==> config.mk <==
export PLATFORM = sky130hd
export DESIGN_NAME = low_power_frame_sequencer
export DESIGN_NICKNAME = d
export VERILOG_FILES = /design/src/hdl/lp_seq_pkg.sv /design/src/hdl/low_power_frame_sequencer.sv
export VERILOG_INCLUDE_DIRS = /design/src /design/src/hdl
export SDC_FILE = /design/constraint.sdc
export NUM_CORES = 1
export LEC_CHECK = 0
export BUFFER_PORTS_ARGS = -buffer_cell sky130_fd_sc_hd__buf_2
export CORE_ASPECT_RATIO = 1.5
export CORE_MARGIN = 2
export CORE_UTILIZATION = 68
export CTS_CLUSTER_DIAMETER = 120
export DETAILED_ROUTE_END_ITERATION = 8
export PLACE_DENSITY = 0.91
export SLEW_MARGIN = 0
export SYNTH_ARGS = -nofsm -noshare
export SYNTH_HDL_FRONTEND = slang
export SYNTH_SLANG_ARGS = --single-unit
==> constraint.sdc <==
create_clock -name clk_i -period 11.6 [get_ports clk_i]
set_input_delay 3.48 -clock clk_i [delete_from_list [all_inputs] [get_ports clk_i]]
set_output_delay 3.48 -clock clk_i [all_outputs]
set_load 0.05 [all_outputs]
==> src/hdl/lp_seq_params.svh <==
// offsets, field positions, reset values and timing counts of the sequencer
`ifndef LP_SEQ_PARAMS_SVH
`define LP_SEQ_PARAMS_SVH
`define A_SLEEP_OUT_PWR 16'h3023
`define A_DEBUG_CTRL 16'h3C00
`define A_POWER_OPT 16'h3C01
`define A_PHASE_EN 16'h3C02
`define A_SLEEP_MODE 16'h3C03
`define A_ACT_HI 16'h3C04
`define A_ACT_LO 16'h3C05
`define A_IDLE_HI 16'h3C06
`define A_IDLE_LO 16'h3C07
`define A_ROWP_HI 16'h3C0C
`define A_ROWP_LO 16'h3C0D
`define A_BASE_HI 16'h3C0E
`define A_BASE_LO 16'h3C0F
`define RST_DEBUG 8'h89
`define RST_POWER_OPT 8'hAB
`define RST_PHASE_EN 8'h01
`define RST_ZERO 8'h00
`define PWR_LOW 8'h63
`define PWR_NORMAL 8'hAB
`define PHASE_LOW 2'h3
`define PHASE_NORMAL 2'h1
`define MODE_LFR 7'h00
`define MODE_INT_SNAP 7'h03
`define MODE_EXT_SNAP 7'h17
`define BIT_INT_TRIG 7
`define BIT_OUT_PD 1
`define WAKE_CYC 16384
`define EXP_DLY_CYC 16388
`define TRIG_LAT_CYC 3
`define PIXRST_ROWS 16'h000B
`define INTEG_MARGIN_ROWS 16'h0028
`define FS_DELAY_ROWS 16'h0008
`endif

==> src/hdl/lp_seq_pkg.sv <==
// types shared by the low power frame sequencer
`default_nettype none
package lp_seq_pkg;
   typedef enum logic [2:0] {
      ST_NORMAL = 3'b000,
      ST_SLEEP = 3'b001,
      ST_WAKE = 3'b010,
      ST_PIXRST = 3'b011,
      ST_STREAM = 3'b100,
      ST_IDLE = 3'b101
   } seq_state_e;
endpackage
`default_nettype wire

==> src/hdl/low_power_frame_sequencer.sv <==
// low power frame sequencer: registers, trigger detect and burst timing
`include "lp_seq_params.svh"
`default_nettype none

// What the document asks of this block, its host and software
// 0x63 selects low power, 0xAB normal
// phase field 11 low power, 01 normal
// mode field picks streaming or snapshot kind
// bit7 rising write starts internal snapshot burst
// stream active count, sleep idle count, repeat
// low frame rate integration capped at frame-40 rows
// internal snapshot: burst per request, then idle
// pin rising edge wakes, bursts, sleeps again
// host holds trigger pulse five clocks minimum
// wake 16384 clocks, pixel reset, then integrate
// trigger to integration 16388 clocks plus 11 rows
// frame start packet 8 rows after integration
// host discards first frame after long sleep
// host may retrigger after frame; keep 10fps
// row period register counts input clocks
// software sets rows per base frame
// software leaves debug register at 0x89
// output power down in sleep when enabled
// pin synchronised, rising edges, ignored while busy
module low_power_frame_sequencer #(
   parameter int WAKE_CYC = `WAKE_CYC,
   parameter int EXP_DLY_CYC = `EXP_DLY_CYC
) (
   // clock and reset
   input wire logic clk_i,
   input wire logic rst_i,
   // register access from the serial control bus
   input wire logic [15:0] reg_addr_i,
   input wire logic reg_wr_i,
   input wire logic [7:0] reg_wdata_i,
   output logic [7:0] reg_rdata_o,
   // trigger pin
   input wire logic frame_sync_trigger_in_i,
   // sequencing outputs
   output logic low_power_o,
   output logic asleep_o,
   output logic streaming_o,
   output logic integrating_o,
   output logic integ_start_o,
   output logic frame_start_o,
   output logic output_pd_o,
   output logic [15:0] max_integ_rows_o
);

   // -----------------------------------------------------------------
   // registers
   // -----------------------------------------------------------------
   // clock part of pixel reset: what is left after trigger latency and wake
   localparam int PIXRST_CYC = EXP_DLY_CYC - WAKE_CYC - `TRIG_LAT_CYC;

   logic [7:0] out_pwr_ff, debug_ff, power_opt_ff, phase_ff, mode_ff;
   logic [15:0] act_frames_ff, idle_frames_ff, row_period_ff, base_rows_ff;
   lp_seq_pkg::seq_state_e state_ff, nxt_state;
   logic [15:0] cnt_ff, row_clk_ff, row_cnt_ff, frame_cnt_ff;
   logic sync1_ff, sync2_ff, sync3_ff;
   logic row_tick, pin_rise, int_rise, low_mode, busy, trig;
   logic [6:0] mode_sel;
   logic [15:0] integ_rows;

   // address match used by both write and read decode
   function automatic logic hit(input logic [15:0] a, input logic [15:0] o);
      hit = (a == o);
   endfunction

   // software writes; debug register resets to its mandated value
   // counts are written a byte at a time and each byte takes effect alone
   always_ff @(posedge clk_i or posedge rst_i)
   begin
      if (rst_i)
      begin
         out_pwr_ff <= `RST_ZERO;
         debug_ff <= `RST_DEBUG;
         power_opt_ff <= `RST_POWER_OPT;
         phase_ff <= `RST_PHASE_EN;
         mode_ff <= `RST_ZERO;
         act_frames_ff <= 16'h0001;
         idle_frames_ff <= 16'h0001;
         row_period_ff <= 16'h0001;
         base_rows_ff <= 16'h0001;
      end
      else if (reg_wr_i)
      begin
         if (hit(reg_addr_i, `A_SLEEP_OUT_PWR)) out_pwr_ff <= reg_wdata_i;
         if (hit(reg_addr_i, `A_DEBUG_CTRL)) debug_ff <= reg_wdata_i;
         if (hit(reg_addr_i, `A_POWER_OPT)) power_opt_ff <= reg_wdata_i;
         if (hit(reg_addr_i, `A_PHASE_EN)) phase_ff <= reg_wdata_i;
         if (hit(reg_addr_i, `A_SLEEP_MODE)) mode_ff <= reg_wdata_i;
         if (hit(reg_addr_i, `A_ACT_HI)) act_frames_ff[15:8] <= reg_wdata_i;
         if (hit(reg_addr_i, `A_ACT_LO)) act_frames_ff[7:0] <= reg_wdata_i;
         if (hit(reg_addr_i, `A_IDLE_HI)) idle_frames_ff[15:8] <= reg_wdata_i;
         if (hit(reg_addr_i, `A_IDLE_LO)) idle_frames_ff[7:0] <= reg_wdata_i;
         if (hit(reg_addr_i, `A_ROWP_HI)) row_period_ff[15:8] <= reg_wdata_i;
         if (hit(reg_addr_i, `A_ROWP_LO)) row_period_ff[7:0] <= reg_wdata_i;
         if (hit(reg_addr_i, `A_BASE_HI)) base_rows_ff[15:8] <= reg_wdata_i;
         if (hit(reg_addr_i, `A_BASE_LO)) base_rows_ff[7:0] <= reg_wdata_i;
      end
   end

   // registered readback; unmapped addresses read zero
   always_ff @(posedge clk_i or posedge rst_i)
   begin
      if (rst_i)
         reg_rdata_o <= 8'h00;
      else
      begin
         unique case (1'b1)
            hit(reg_addr_i, `A_SLEEP_OUT_PWR): reg_rdata_o <= out_pwr_ff;
            hit(reg_addr_i, `A_DEBUG_CTRL): reg_rdata_o <= debug_ff;
            hit(reg_addr_i, `A_POWER_OPT): reg_rdata_o <= power_opt_ff;
            hit(reg_addr_i, `A_PHASE_EN): reg_rdata_o <= phase_ff;
            hit(reg_addr_i, `A_SLEEP_MODE): reg_rdata_o <= mode_ff;
            hit(reg_addr_i, `A_ACT_HI): reg_rdata_o <= act_frames_ff[15:8];
            hit(reg_addr_i, `A_ACT_LO): reg_rdata_o <= act_frames_ff[7:0];
            hit(reg_addr_i, `A_IDLE_HI): reg_rdata_o <= idle_frames_ff[15:8];
            hit(reg_addr_i, `A_IDLE_LO): reg_rdata_o <= idle_frames_ff[7:0];
            hit(reg_addr_i, `A_ROWP_HI): reg_rdata_o <= row_period_ff[15:8];
            hit(reg_addr_i, `A_ROWP_LO): reg_rdata_o <= row_period_ff[7:0];
            hit(reg_addr_i, `A_BASE_HI): reg_rdata_o <= base_rows_ff[15:8];
            hit(reg_addr_i, `A_BASE_LO): reg_rdata_o <= base_rows_ff[7:0];
            default: reg_rdata_o <= 8'h00;
         endcase
      end
   end

   // -----------------------------------------------------------------
   // trigger detection
   // -----------------------------------------------------------------

   // two flops against metastability, a third only for the edge
   always_ff @(posedge clk_i or posedge rst_i)
   begin
      if (rst_i)
      begin
         sync1_ff <= 1'b0;
         sync2_ff <= 1'b0;
         sync3_ff <= 1'b0;
      end
      else
      begin
         sync1_ff <= frame_sync_trigger_in_i;
         sync2_ff <= sync1_ff;
         sync3_ff <= sync2_ff;
      end
   end

   // mode decode and trigger qualification
   assign low_mode = (power_opt_ff == `PWR_LOW)
      && (phase_ff[1:0] == `PHASE_LOW);
   assign mode_sel = mode_ff[6:0];
   assign pin_rise = sync2_ff && !sync3_ff;
   // bit7 edge is taken from the write itself, so no poll is missed
   assign int_rise = reg_wr_i && hit(reg_addr_i, `A_SLEEP_MODE)
      && reg_wdata_i[`BIT_INT_TRIG] && !mode_ff[`BIT_INT_TRIG];
   // only a sleeping sequencer may take a trigger
   assign busy = (state_ff != lp_seq_pkg::ST_SLEEP);
   // triggers during a burst are dropped, not queued
   assign trig = !busy && low_mode && (
      ((mode_sel == `MODE_INT_SNAP) && int_rise)
      || ((mode_sel == `MODE_EXT_SNAP) && pin_rise));

   // -----------------------------------------------------------------
   // row and frame timing
   // -----------------------------------------------------------------

   // a zero row period behaves as one clock per row
   assign row_tick = (row_clk_ff >= row_period_ff - 16'h0001)
      || (row_period_ff == 16'h0000);

   // integration shortened by the low frame rate margin
   assign integ_rows = (base_rows_ff > `INTEG_MARGIN_ROWS)
      ? base_rows_ff - `INTEG_MARGIN_ROWS : 16'h0001;

   // next state of the sequencer
   // frame counts compare as count plus one, so a zero count acts as one
   // a zero base frame length wraps the row count, so a frame lasts 65536 rows; software must program it
   always_comb
   begin
      nxt_state = state_ff;
      unique case (state_ff)
         lp_seq_pkg::ST_NORMAL:
            if (low_mode)
               nxt_state = (mode_sel == `MODE_LFR) ? lp_seq_pkg::ST_WAKE : lp_seq_pkg::ST_SLEEP;
         lp_seq_pkg::ST_SLEEP:
            if (trig)
               nxt_state = lp_seq_pkg::ST_WAKE;
         lp_seq_pkg::ST_WAKE:
            if (cnt_ff == 16'(WAKE_CYC - 1))
               nxt_state = lp_seq_pkg::ST_PIXRST;
         lp_seq_pkg::ST_PIXRST:
            if (row_tick && row_cnt_ff == `PIXRST_ROWS - 16'h0001)
               nxt_state = lp_seq_pkg::ST_STREAM;
         lp_seq_pkg::ST_STREAM:
            if (row_tick && row_cnt_ff == base_rows_ff - 16'h0001
               && frame_cnt_ff + 16'h0001 >= act_frames_ff)
               nxt_state = (mode_sel == `MODE_LFR) ? lp_seq_pkg::ST_IDLE
                  : lp_seq_pkg::ST_SLEEP;
         lp_seq_pkg::ST_IDLE:
            if (row_tick && row_cnt_ff == base_rows_ff - 16'h0001
               && frame_cnt_ff + 16'h0001 >= idle_frames_ff)
               nxt_state = lp_seq_pkg::ST_STREAM;
         default:
            nxt_state = lp_seq_pkg::ST_NORMAL;
      endcase
      if (!low_mode)
         nxt_state = lp_seq_pkg::ST_NORMAL;
   end

   // state register
   always_ff @(posedge clk_i or posedge rst_i)
   begin
      if (rst_i)
         state_ff <= lp_seq_pkg::ST_NORMAL;
      else
         state_ff <= nxt_state;
   end

   // clock counter: wake length, then the clock part of pixel reset
   always_ff @(posedge clk_i or posedge rst_i)
   begin
      if (rst_i)
         cnt_ff <= 16'h0000;
      else if (nxt_state != state_ff)
         cnt_ff <= 16'h0000;
      else if (state_ff == lp_seq_pkg::ST_WAKE || state_ff == lp_seq_pkg::ST_PIXRST)
         cnt_ff <= cnt_ff + 16'h0001;
   end

   // row clock divider; held during wake and the extra reset clocks
   always_ff @(posedge clk_i or posedge rst_i)
   begin
      if (rst_i)
         row_clk_ff <= 16'h0000;
      else if (nxt_state != state_ff || state_ff == lp_seq_pkg::ST_WAKE
         || (state_ff == lp_seq_pkg::ST_PIXRST && cnt_ff < 16'(PIXRST_CYC)))
         row_clk_ff <= 16'h0000;
      else if (row_tick)
         row_clk_ff <= 16'h0000;
      else
         row_clk_ff <= row_clk_ff + 16'h0001;
   end

   // row within frame and frame within phase
   always_ff @(posedge clk_i or posedge rst_i)
   begin
      if (rst_i)
      begin
         row_cnt_ff <= 16'h0000;
         frame_cnt_ff <= 16'h0000;
      end
      else if (nxt_state != state_ff)
      begin
         row_cnt_ff <= 16'h0000;
         frame_cnt_ff <= 16'h0000;
      end
      else if (row_tick && !(state_ff == lp_seq_pkg::ST_PIXRST && cnt_ff < 16'(PIXRST_CYC)))
      begin
         if (row_cnt_ff == base_rows_ff - 16'h0001 && state_ff != lp_seq_pkg::ST_PIXRST)
         begin
            row_cnt_ff <= 16'h0000;
            frame_cnt_ff <= frame_cnt_ff + 16'h0001;
         end
         else
            row_cnt_ff <= row_cnt_ff + 16'h0001;
      end
   end

   // -----------------------------------------------------------------
   // outputs
   // -----------------------------------------------------------------

   // phase status levels taken from the next state so they lead nothing; the low power level comes from the mode decode
   always_ff @(posedge clk_i or posedge rst_i)
   begin
      if (rst_i)
      begin
         low_power_o <= 1'b0;
         asleep_o <= 1'b0;
         streaming_o <= 1'b1;
      end
      else
      begin
         low_power_o <= low_mode;
         asleep_o <= (nxt_state == lp_seq_pkg::ST_SLEEP || nxt_state == lp_seq_pkg::ST_IDLE);
         streaming_o <= (nxt_state == lp_seq_pkg::ST_STREAM || nxt_state == lp_seq_pkg::ST_NORMAL);
      end
   end

   // integration opens each streamed frame and closes after the capped row count
   always_ff @(posedge clk_i or posedge rst_i)
   begin
      if (rst_i)
      begin
         integrating_o <= 1'b0;
         integ_start_o <= 1'b0;
      end
      else
      begin
         integrating_o <= (nxt_state == lp_seq_pkg::ST_STREAM)
            && !(state_ff == lp_seq_pkg::ST_STREAM && row_tick && row_cnt_ff == integ_rows - 16'h0001)
            && (state_ff != lp_seq_pkg::ST_STREAM || row_cnt_ff < integ_rows
               || (row_tick && row_cnt_ff == base_rows_ff - 16'h0001));
         integ_start_o <= (nxt_state == lp_seq_pkg::ST_STREAM)
            && (state_ff != lp_seq_pkg::ST_STREAM
               || (row_tick && row_cnt_ff == base_rows_ff - 16'h0001));
      end
   end

   // frame start pulse trails the end of integration by a fixed row count
   always_ff @(posedge clk_i or posedge rst_i)
   begin
      if (rst_i)
         frame_start_o <= 1'b0;
      else
         frame_start_o <= (state_ff == lp_seq_pkg::ST_STREAM) && row_tick
            && (row_cnt_ff == integ_rows + `FS_DELAY_ROWS - 16'h0001);
   end

   // power down only ever applies while the sensor sleeps
   always_ff @(posedge clk_i or posedge rst_i)
   begin
      if (rst_i)
         output_pd_o <= 1'b0;
      else
         output_pd_o <= out_pwr_ff[`BIT_OUT_PD]
            && (nxt_state == lp_seq_pkg::ST_SLEEP || nxt_state == lp_seq_pkg::ST_IDLE);
   end

   // exposure ceiling for software; outside low frame rate the full frame is allowed
   always_ff @(posedge clk_i or posedge rst_i)
   begin
      if (rst_i)
         max_integ_rows_o <= 16'h0000;
      else
         max_integ_rows_o <= (low_mode && mode_sel == `MODE_LFR) ? integ_rows
            : base_rows_ff;
   end

endmodule
`default_nettype wire

# == Word-level counts from Yosys, hierarchy flattened ==
# Cells that the tools add are included.
# totals
out_inout_bits,31
word_cells,162
reg_bits,205
inputBits,28
# op_classes
n_reduce_logical,60
add_sub_neg,10
n_eq_ne,34
muxes,22
n_lt_le_gt_ge,6
# ops
op,n
== test 16 x 14 -> 1 bit (second input constant),14
two-way mux 16 bit,12
case mux 8 bit (13 select lines),1
adder 16 x 1 -> 16 bit (second input constant),4
subtractor 16 x 1 -> 16 bit (second input constant),4
== test 16 bit,3
>= comparator 16 bit,3
AND reduction 2 bit,14
logical AND 1 bit,24
two-way mux 3 bit,7
case mux 3 bit (6 select lines),1
adder 16 x 4 -> 16 bit (second input constant),1
== test 16 x 4 -> 1 bit (second input constant),1
> comparator 16 x 6 -> 1 bit (second input constant),1
logical NOT 16 bit,1
< comparator 16 x 1 -> 1 bit (second input constant),1
< comparator 16 bit,1
subtractor 16 x 6 -> 16 bit (second input constant),1
== test 3 bit (second input constant),4
logical OR 1 bit,10
== test 8 x 7 -> 1 bit (second input constant),1
== test 7 x 2 -> 1 bit (second input constant),1
== test 7 x 5 -> 1 bit (second input constant),1
logical NOT 7 bit,1
11 further kinds,20

# == Depth between registers and ports, before layout ==
# Gate-level depths: netlist (run 1).
# logic_depth
word_depth,14
ltp_mapped,20
mapped_depth_nobuf,17

# == Least setup slack after synthesis (run 1) ==
# OpenSTA, ideal clock, no wires.
# synth_timing
kind,input-to-reg
start,input port reg_addr_i[15]
end,register cnt_ff[0]
required_time_ns,11.464
setup_ns,0.136
path_slack_ns,5.678
stages,11
arrival_time_ns,5.787
cell_sequence,or2_2 -> nor4b_1 -> a31o_2 -> nand3_1 -> a32o_1 -> a31oi_1 -> buf_2 -> buf_1 -> nor3_1 -> nand3_1 -> o41ai_1
# synth_via
elab_chain_cells,12
elab_cells_between_ends,13
cone_classes,2 x eq/ne; 4 x mux; 7 x reduce/logical
# synth_rtl
item,line,rtl
start: declaration,low_power_frame_sequencer.sv:33,"input wire logic [15:0] reg_addr_i,"
== test 16 x 14 -> 1 bit *,low_power_frame_sequencer.sv:67,hit = (a == o);
logical AND 1 bit * (3 in series),low_power_frame_sequencer.sv:157,"assign int_rise = reg_wr_i && hit(reg_addr_i, `A_SLEEP_MODE)"
logical AND 1 bit *,low_power_frame_sequencer.sv:163,((mode_sel == `MODE_INT_SNAP) && int_rise)
logical OR 1 bit *,low_power_frame_sequencer.sv:163,
logical AND 1 bit *,low_power_frame_sequencer.sv:162,assign trig = !busy && low_mode && (
two-way mux 3 bit *,low_power_frame_sequencer.sv:189,if (trig)
case mux 3 bit (6 select lines) *,low_power_frame_sequencer.sv:184,unique case (state_ff)
two-way mux 3 bit *,low_power_frame_sequencer.sv:209,if (!low_mode)
inequality test 3 bit *,low_power_frame_sequencer.sv:227,else if (nxt_state != state_ff)
two-way mux 16 bit or nonzero test 2 bit (tied branches),n/a,
end signal: assignment,low_power_frame_sequencer.sv:230,cnt_ff <= cnt_ff + 16'h0001;
end: declaration,low_power_frame_sequencer.sv:59,"logic [15:0] cnt_ff, row_clk_ff, row_cnt_ff, frame_cnt_ff;"
# Mark *: on every way between the ends. The rest lies on a longest branch, timed or not.
# A chain may end at the register's enable or synchronous reset.

# == Worst setup path after layout (run 1) ==
# layout_timing
start,input port reg_addr_i[15]
end,register cnt_ff[12]
# Same word-level chain as after synthesis.

==> PnR_summary.wiki, run 1 <==
{| class="wikitable"
! Metric !! Value
|-
| Area of the die || 22,200 um2
|-
| Most area-consuming cells after synthesis || sky130_fd_sc_hd__dfrtp_1 (33%), sky130_fd_sc_hd__mux2_2 (8.4%), sky130_fd_sc_hd__ha_1 (6.6%), sky130_fd_sc_hd__xnor2_1 (6.1%), sky130_fd_sc_hd__nand3_1 (3.8%)
|-
| Number of cells produced by synthesis || 1,578
|-
| Starting utilization of the core area || 68.7%
|-
| Number of setup violations in the final report || 0
|-
| Maximum buffer depth of the clock tree || 3
|-
| DRT antenna net count || 0
|-
| Final net count || 1,676
|-
| Post-Synthesis Net Count || 1,682
|-
| All-Layer GR Usage || 40.1%
|-
| Synth area leader || sky130_fd_sc_hd__dfrtp_1
|-
| Least setup slack across all paths after layout || 4.77 ns
|-
| Leading register cell type out of synthesis || sky130_fd_sc_hd__dfrtp_1
|-
| Count of antenna diodes in the layout || 0
|-
| Postcts setup bufs || 0
|-
| Number of storage elements in the synthesis netlist || 205
|-
| Clock share of power || 43.9%
|-
| Top post-synthesis cells by count || sky130_fd_sc_hd__dfrtp_1 (191), sky130_fd_sc_hd__nand2_1 (124), sky130_fd_sc_hd__nand3_1 (109)
|-
| Highest fanout seen on the critical path || 45
|-
| Sequential share of the synthesized area || 36.0%
|-
| Number of buffers inserted during clock tree synthesis || 21
|-
| Required arrival time at the worst endpoint || 11.96 ns
|-
| TritonCTS sink count || 205
|-
| Xor and xnor area share after synthesis || 8.75%
|-
| Post-synthesis to final-layout area growth || 7.66%
|-
| Number of cells upsized or downsized after cts || 0
|-
| Source-to-sink clock delay at the later pin of the worst-skew pair || 0.52 ns
|-
| Routed length per placed instance || 23.5 um
|-
| Max capacitance violation total || 0
|-
| Drt first pass iters || 7
|-
| Kind of end point of the critical path || register
|-
| Net switching power figure || 0.447 mW
|-
| Initial antenna violation count || 0
|-
| Largest family of logic cells by synthesized area || simple AND/OR/NAND/NOR gates
|-
| Vias in the first global route || 13,500
|-
| Layout cells sized above 1 || 16.1%
|-
| Area fraction in compound gates after synthesis || 13.9%
|-
| Worst Setup Slack post-DPL || 4.43 ns
|-
| Maximum clock rate || 146 MHz
|-
| First DRT Iteration DRCs || 1,503
|-
| P per Cell Area || 110 nW/um2
|-
| Total number of yosys warnings || 0
|-
| Multiplexer share of the synthesized area || 8.63%
|-
| Share of the synthesized area in the top cell type || 33.4%
|-
| Final weighted congestion in routability-driven placement || 0.966
|-
| Total internal power || 1.25 mW
|-
| Peak supply drop || 0.176 mV
|-
| Number of design rule violations left after detail routing || 0
|-
| Basic-gate share of the synthesized area counting and, or, nand and nor cells || 21.8%
|-
| Root buffer selected by CTS || sky130_fd_sc_hd__clkbuf_16
|-
| Synthesized area || 14,300 um2
|-
| Number of vias after detailed routing || 13,300
|-
| Min Tclk post-route || 6.83 ns
|-
| TritonCTS clock tree || done
|-
| Worst slew margin relative to its limit || 12.9%
|-
| Setup TNS || 0 ns
|-
| Clock input transition at the sequential cells of the worst setup and hold paths || 0.06 ns
|-
| Fraction of the cycle the final worst path needs || 58.9%
|-
| Worst setup SP type || input port
|-
| Result of the run || complete, no violations
|-
| Arithmetic-cell share of the synthesized area counting full adders, half adders and majority gates || 6.64%
|-
| Least-Margin Pin Slew || 1.30 ns
|-
| FFs w/ async S/R, synth || 100%
|-
| Combinational Power Share || 10.7%
|-
| Hold buffers post-CTS || 0
|-
| Remaining global-route overflow || 0
|-
| Core Region || 20,800 um2
|-
| Post-detail-place hpwl || 29.5 mm
|-
| Buffers added on ports || 58
|-
| First-pass GRT wire length || 70.2 mm
|-
| Path category of the worst min-delay check || reg2reg
|-
| Largest net degree at the start of global routing || 144
|-
| Site row count || 65
|-
| Crit path DAT || 7.19 ns
|-
| Crit path kind || in2reg
|-
| Library cell with the highest instance count after synthesis || sky130_fd_sc_hd__dfrtp_1
|-
| Die extent in y || 182 um
|-
| Count of boundary I/O pins || 59
|-
| Static Leak || 6.90 nW
|-
| Worst-case clock skew || 0.0157 ns
|-
| Number of pins with negative max-slew slack in the final report || 0
|-
| Final hold violation count || 0
|-
| Net switching share of the total power || 26.3%
|-
| Flop pwr share || 45.4%
|-
| Number of vias per cell after detailed routing || 7.19
|-
| Number of enable flip-flop cells after synthesis || 0
|-
| Width of the chip || 122 um
|-
| Sum of internal, switching and leakage power || 1.70 mW
|-
| Mean cell area of the mapped netlist || 9.07 um2
|-
| DRT Wirelength || 43.6 mm
|-
| H-tree depth || 1
|-
| Distinct cell type count of the synthesized netlist || 75
|-
| Setup repair after global routing missed its margin || no
|}
==> critical path: stages <==
cell,delay (ns)
sky130_fd_sc_hd__buf_2,0.09
sky130_fd_sc_hd__or2_2,0.31
sky130_fd_sc_hd__nor4b_1,0.64
sky130_fd_sc_hd__a31o_2,0.30
sky130_fd_sc_hd__nand2_1,0.06
sky130_fd_sc_hd__nor2_1,0.12
sky130_fd_sc_hd__o41ai_1,0.20
sky130_fd_sc_hd__a221oi_4,1.13
sky130_fd_sc_hd__buf_4,0.57
sky130_fd_sc_hd__nand3_1,0.15
sky130_fd_sc_hd__o41ai_1,0.13
==> routing by layer <==
layer  routed length, um  GRT usage, %
met5                   0             0
met4                3950          31.4
met3                3590          6.31
met2               21200          65.9
met1               14800          45.7
==> cells in the final DEF (no fill, tap or decap), drive strengths merged, types with 23 or more instances in the layout <==
master  synthesis  routed
a21oi          42      42
o21ai          76      76
clkbuf         81      29
nand4          53      53
o41ai          32      32
nor4           32      32
nor3           61      61
dfrtp         191     191
xnor2          99      99
nand3         109     109
ha             76      76
nor2           99      99
inv            57      57
buf            19      71
or3            23      23
mux2          107     107
xor2           44      44
nand2         124     124
==> final timing paths <==
check	startpoint	slack, ns	end	depth (start not counted)
max	reg_addr_i[15]	4.77	cnt_ff[12]$_DFFE_PP0P_	11
min	sync1_ff$_DFF_PP0_	0.37	sync2_ff$_DFF_PP0_	0
max reg2reg	row_period_ff[1]$_DFFE_PP0P_	5.55	cnt_ff[12]$_DFFE_PP0P_	15
min reg2reg	sync1_ff$_DFF_PP0_	0.37	sync2_ff$_DFF_PP0_	0
max in group asynchronous	rst_i	6.94	idle_frames_ff[7]$_DFFE_PP0P_	3
min in group asynchronous	rst_i	3.19	phase_ff[4]$_DFFE_PP0P_	2
==> power by group through the flow <==
stage	combinational, mW	clock [mW]	sequential, mW
after floorplan	0.153	0	0.751
after global placement	0.169	0	0.781
after detailed placement	0.175	0	0.781
after CTS	0.178	0.744	0.769
after global routing	0.203	0.770	0.771
final	0.181	0.745	0.771
==> cell type report <==
class,instances,area [um2]
clock buffer,29,596
clock inverter,7,138
fill,1461,5410
inverter,58,225
multi-input combinational,1215,8580
sequential,205,5150
tap,268,335
timing repair buffer,71,388
==> kinds of logic (layout without fill, tap and decap cells) <==
| kind of cell | after synthesis | in the layout |
|---|---|---|
| and+or+nand+nor | 602 | 602 |
| AOI/OAI and AO/OA | 284 | 284 |
| muxes | 110 | 110 |
| adders and majority gates | 76 | 76 |
| buffers and inverters | 158 | 165 |
| DFF | 205 | 205 |
| xor gates and xnor gates | 143 | 143 |
==> stage by stage <==
step	std cells	cell area (um2)	hold slack, ns	utilization (%)
6_report	1853	15400	0.372	74.0
5_1_grt	1853	15400	0.363	74.0
4_1_cts	1853	15400	0.363	74.0
3_5_place_dp	1817	14700	0.346	70.5
3_3_place_gp	1817	14700	0.333	70.5
2_1_floorplan	1578	14300	0.331	-
(Power assumes the default switching activity.)
==> inputs of run 2 (changes only) <==
--- a/config.mk
+++ b/config.mk
@@ -9,10 +9,10 @@
 export BUFFER_PORTS_ARGS = -buffer_cell sky130_fd_sc_hd__buf_2
 export CORE_ASPECT_RATIO = 1.5
 export CORE_MARGIN = 2
-export CORE_UTILIZATION = 68
+export CORE_UTILIZATION = 57
 export CTS_CLUSTER_DIAMETER = 120
 export DETAILED_ROUTE_END_ITERATION = 8
-export PLACE_DENSITY = 0.91
+export PLACE_DENSITY = 0.81
 export SLEW_MARGIN = 0
 export SYNTH_ARGS = -nofsm -noshare
 export SYNTH_HDL_FRONTEND = slang
==> constraint.sdc (replaced) <==
create_clock -name clk_i -period 6.1 [get_ports clk_i]
set_input_delay 1.83 -clock clk_i [delete_from_list [all_inputs] [get_ports clk_i]]
set_output_delay 1.83 -clock clk_i [all_outputs]
set_load 0.05 [all_outputs]
==> run 2 against run 1 <==
Sequential share of layout area down 0.57 points. Die area is 19% higher. Final cell count grew 4.5%. Via count decreased by 2.0%. Largest cell class unchanged. Largest power group unchanged.
==> PnR_summary.wiki, run 2 (synthesized netlist as in run 1, its figures left out) <==
{| class="wikitable"
! Metric !! Value
|-
| Root buffer selected by CTS || sky130_fd_sc_hd__clkbuf_16
|-
| Count of buffering cells on the critical path with inverters included || 3 (+1)
|-
| Post-detail-place hpwl || 30.6 mm (+3.5%)
|-
| Static Leak || 7.01 nW (+1.6%)
|-
| H-tree depth || 1 (unchanged)
|-
| Min Tclk post-route || 5.44 ns
|-
| Number of design rule violations left after detail routing || 0 (unchanged)
|-
| Most utilized layer in the global route result || met2
|-
| Hold buffers post-CTS || 0 (unchanged)
|-
| Source-to-sink clock delay at the later pin of the worst-skew pair || 0.53 ns (about the same)
|-
| Area of the die || 26,400 um2 (+19%)
|-
| Path category of the worst min-delay check || reg2reg
|-
| Routed length per placed instance || 22.4 um (-4.9%)
|-
| Number of filler instances in the final layout || 2,074 (+42%)
|-
| Max incr delay on CP || 0.79 ns (-0.34 ns)
|-
| Number of buffers inserted during clock tree synthesis || 22 (+4.8%)
|-
| Die extent in y || 198 um (+9.0%)
|-
| Worst slew margin relative to its limit || 25.4% (+13 points)
|-
| Core Region || 24,900 um2 (+19%)
|-
| First-pass GRT wire length || 68.4 mm (-2.5%)
|-
| Final hold violation count || 0 (unchanged)
|-
| Postcts setup bufs || 0 (unchanged)
|-
| Count of antenna diodes in the layout || 0 (unchanged)
|-
| Kind of end point of the critical path || register
|-
| Number of pins with negative max-slew slack in the final report || 0 (unchanged)
|-
| Top Family by Delay on Critical Path || simple AND/OR/NAND/NOR gates
|-
| Most common library cell in the layout ignoring fill and taps || sky130_fd_sc_hd__dfrtp_1
|-
| Post-synthesis to final-layout area growth || 9.54%
|-
| Worst setup SP type || register
|-
| Vias in the first global route || 13,000 (-3.8%)
|-
| Final net count || 1,696 (+1.2%)
|-
| Buffers added on ports || 58 (unchanged)
|-
| Slack of the worst reg-to-reg path || 0.66 ns (-4.89 ns)
|-
| Layout cells sized above 1 || 17.2% (+1.1 points)
|-
| Number of vias after detailed routing || 13,000 (-2.0%)
|-
| Smallest hold slack || 0.333 ns (-0.0391 ns)
|-
| Area of the multi-input gates || 8580 um2 (unchanged)
|-
| Worst-case clock skew || 0.0114 ns (-0.00434 ns)
|-
| Most frequent cells in the layout || sky130_fd_sc_hd__dfrtp_1 (191), sky130_fd_sc_hd__nand2_1 (124), sky130_fd_sc_hd__nand3_1 (109)
|-
| DRT Wirelength || 43.3 mm (-0.64%)
|-
| Clock input transition at the sequential cells of the worst setup and hold paths || 0.06 ns (about the same)
|-
| Required arrival time at the worst endpoint || 6.52 ns (-5.44 ns)
|-
| Number of cells upsized or downsized after cts || 0 (unchanged)
|-
| Least-Margin Pin Slew || 1.12 ns (-0.183 ns)
|-
| Met3 Use GR || 4.40% (-1.9 points)
|-
| Final weighted congestion in routability-driven placement || 0.999 (+3.4%)
|-
| Crit path DAT || 5.86 ns (-1.33 ns)
|-
| Max stage delay cell, worst path || sky130_fd_sc_hd__a211oi_1
|-
| Remaining global-route overflow || 0 (unchanged)
|-
| Count of boundary I/O pins || 59 (unchanged)
|-
| Number of vias per cell after detailed routing || 6.74 (-6.2%)
|-
| Storage element area || 5150 um2 (unchanged)
|-
| Initial antenna violation count || 0 (unchanged)
|-
| Result of the run || complete, no violations
|-
| Number of setup violations in the final report || 0 (unchanged)
|-
| First DRT Iteration DRCs || 1,170 (-22%)
|-
| Maximum clock rate || 184 MHz
|-
| Width of the chip || 133 um (+8.9%)
|-
| Fraction of the cycle the final worst path needs || 89.2%
|-
| Setup repair after global routing missed its margin || no
|-
| TritonCTS sink count || 205 (unchanged)
|-
| P per Cell Area || 205 nW/um2 (+86%)
|-
| Site row count || 71 (+9.2%)
|-
| Routing usage on met2 || 58.0% (-7.9 points)
|-
| Maximum buffer depth of the clock tree || 3 (unchanged)
|-
| Crit path kind || reg2reg
|-
| All-Layer GR Usage || 32.7% (-7.4 points)
|-
| DRT antenna net count || 0 (unchanged)
|-
| Highest fanout seen on the critical path || 14 (-69%)
|-
| Starting utilization of the core area || 57.5% (-11 points)
|-
| Peak supply drop || 0.297 mV (+69%)
|-
| Setup TNS || 0 ns (unchanged)
|-
| Critical Path, Cell by Cell || inv_1 -> ha_1 -> or4b_1 -> or4_1 -> nor4_1 -> xnor2_1 -> ha_1 -> nand4_1 -> a211oi_1 -> buf_4 -> nor2_1 -> nor4_2 -> buf_4 -> xor2_1 -> nand3_1 -> o21ai_0
|-
| Largest net degree at the start of global routing || 185 (+28%)
|-
| Max capacitance violation total || 0 (unchanged)
|-
| Drt first pass iters || 6 (-1)
|-
| GR met1 Demand/Resource || 35.9% (-9.8 points)
|-
| TritonCTS clock tree || done
|}
==> run 2: through the flow <==
step	util, %	instance area (um2)	cells	total power, mW	setup WS, ns
2_1_floorplan	-	14300	1578	1.72	1.42
3_3_place_gp	60.0	14900	1896	1.81	0.923
3_5_place_dp	60.0	14900	1896	1.82	0.870
4_1_cts	63.0	15700	1936	3.20	0.797
5_1_grt	63.0	15700	1936	3.32	0.343
6_report	63.0	15700	1936	3.21	0.659
==> run 2: layout make-up <==
cell class                      count  area share [%]
Inverter                           58            1.41
Timing Repair Buffer               90            3.62
Tap cell                          328            2.62
Multi-Input combinational cell   1215            54.7
Clock buffer                       31            3.98
Sequential cell                   205            32.8
Clock inverter                      9           0.806
==> run 2: path summary, 6_finish.rpt <==
kind | from | end | cells after the start
max | row_period_ff[0]$_DFFE_PP1P_ | frame_cnt_ff[0]$_DFFE_PP0P_ | 16
max reg2reg | row_period_ff[0]$_DFFE_PP1P_ | frame_cnt_ff[0]$_DFFE_PP0P_ | 16
min reg2reg | sync1_ff$_DFF_PP0_ | sync2_ff$_DFF_PP0_ | 0
max in group asynchronous | rst_i | row_cnt_ff[8]$_DFFE_PP0P_ | 3
min in group asynchronous | rst_i | reg_rdata_o[4]$_DFF_PP0_ | 2
min | sync1_ff$_DFF_PP0_ | sync2_ff$_DFF_PP0_ | 0
==> run 2: worst reg2reg max path, delay by kind of cell (launching register included) <==
kind,cells,cell delay [ns]
fa+ha+maj,2,0.54
buf+inv,3,0.67
simple gates,7,2.35
flops,1,0.40
xor+xnor,2,0.34
compound gates,2,1.03
==> run 2: power breakdown <==
part	internal (mW)	total (mW)	leakage, nW	switching [mW]
sequential	1.38	1.47	2.79	0.0856
combinational	0.145	0.345	3.86	0.199
clock	0.808	1.39	0.360	0.585
==> run 2: metal layers <==
layer	vias up	share of wire, %
met4	0	7.4
met3	231	6.3
met5	-	0
met1	6296	36
li1	5850	-
met2	672	50
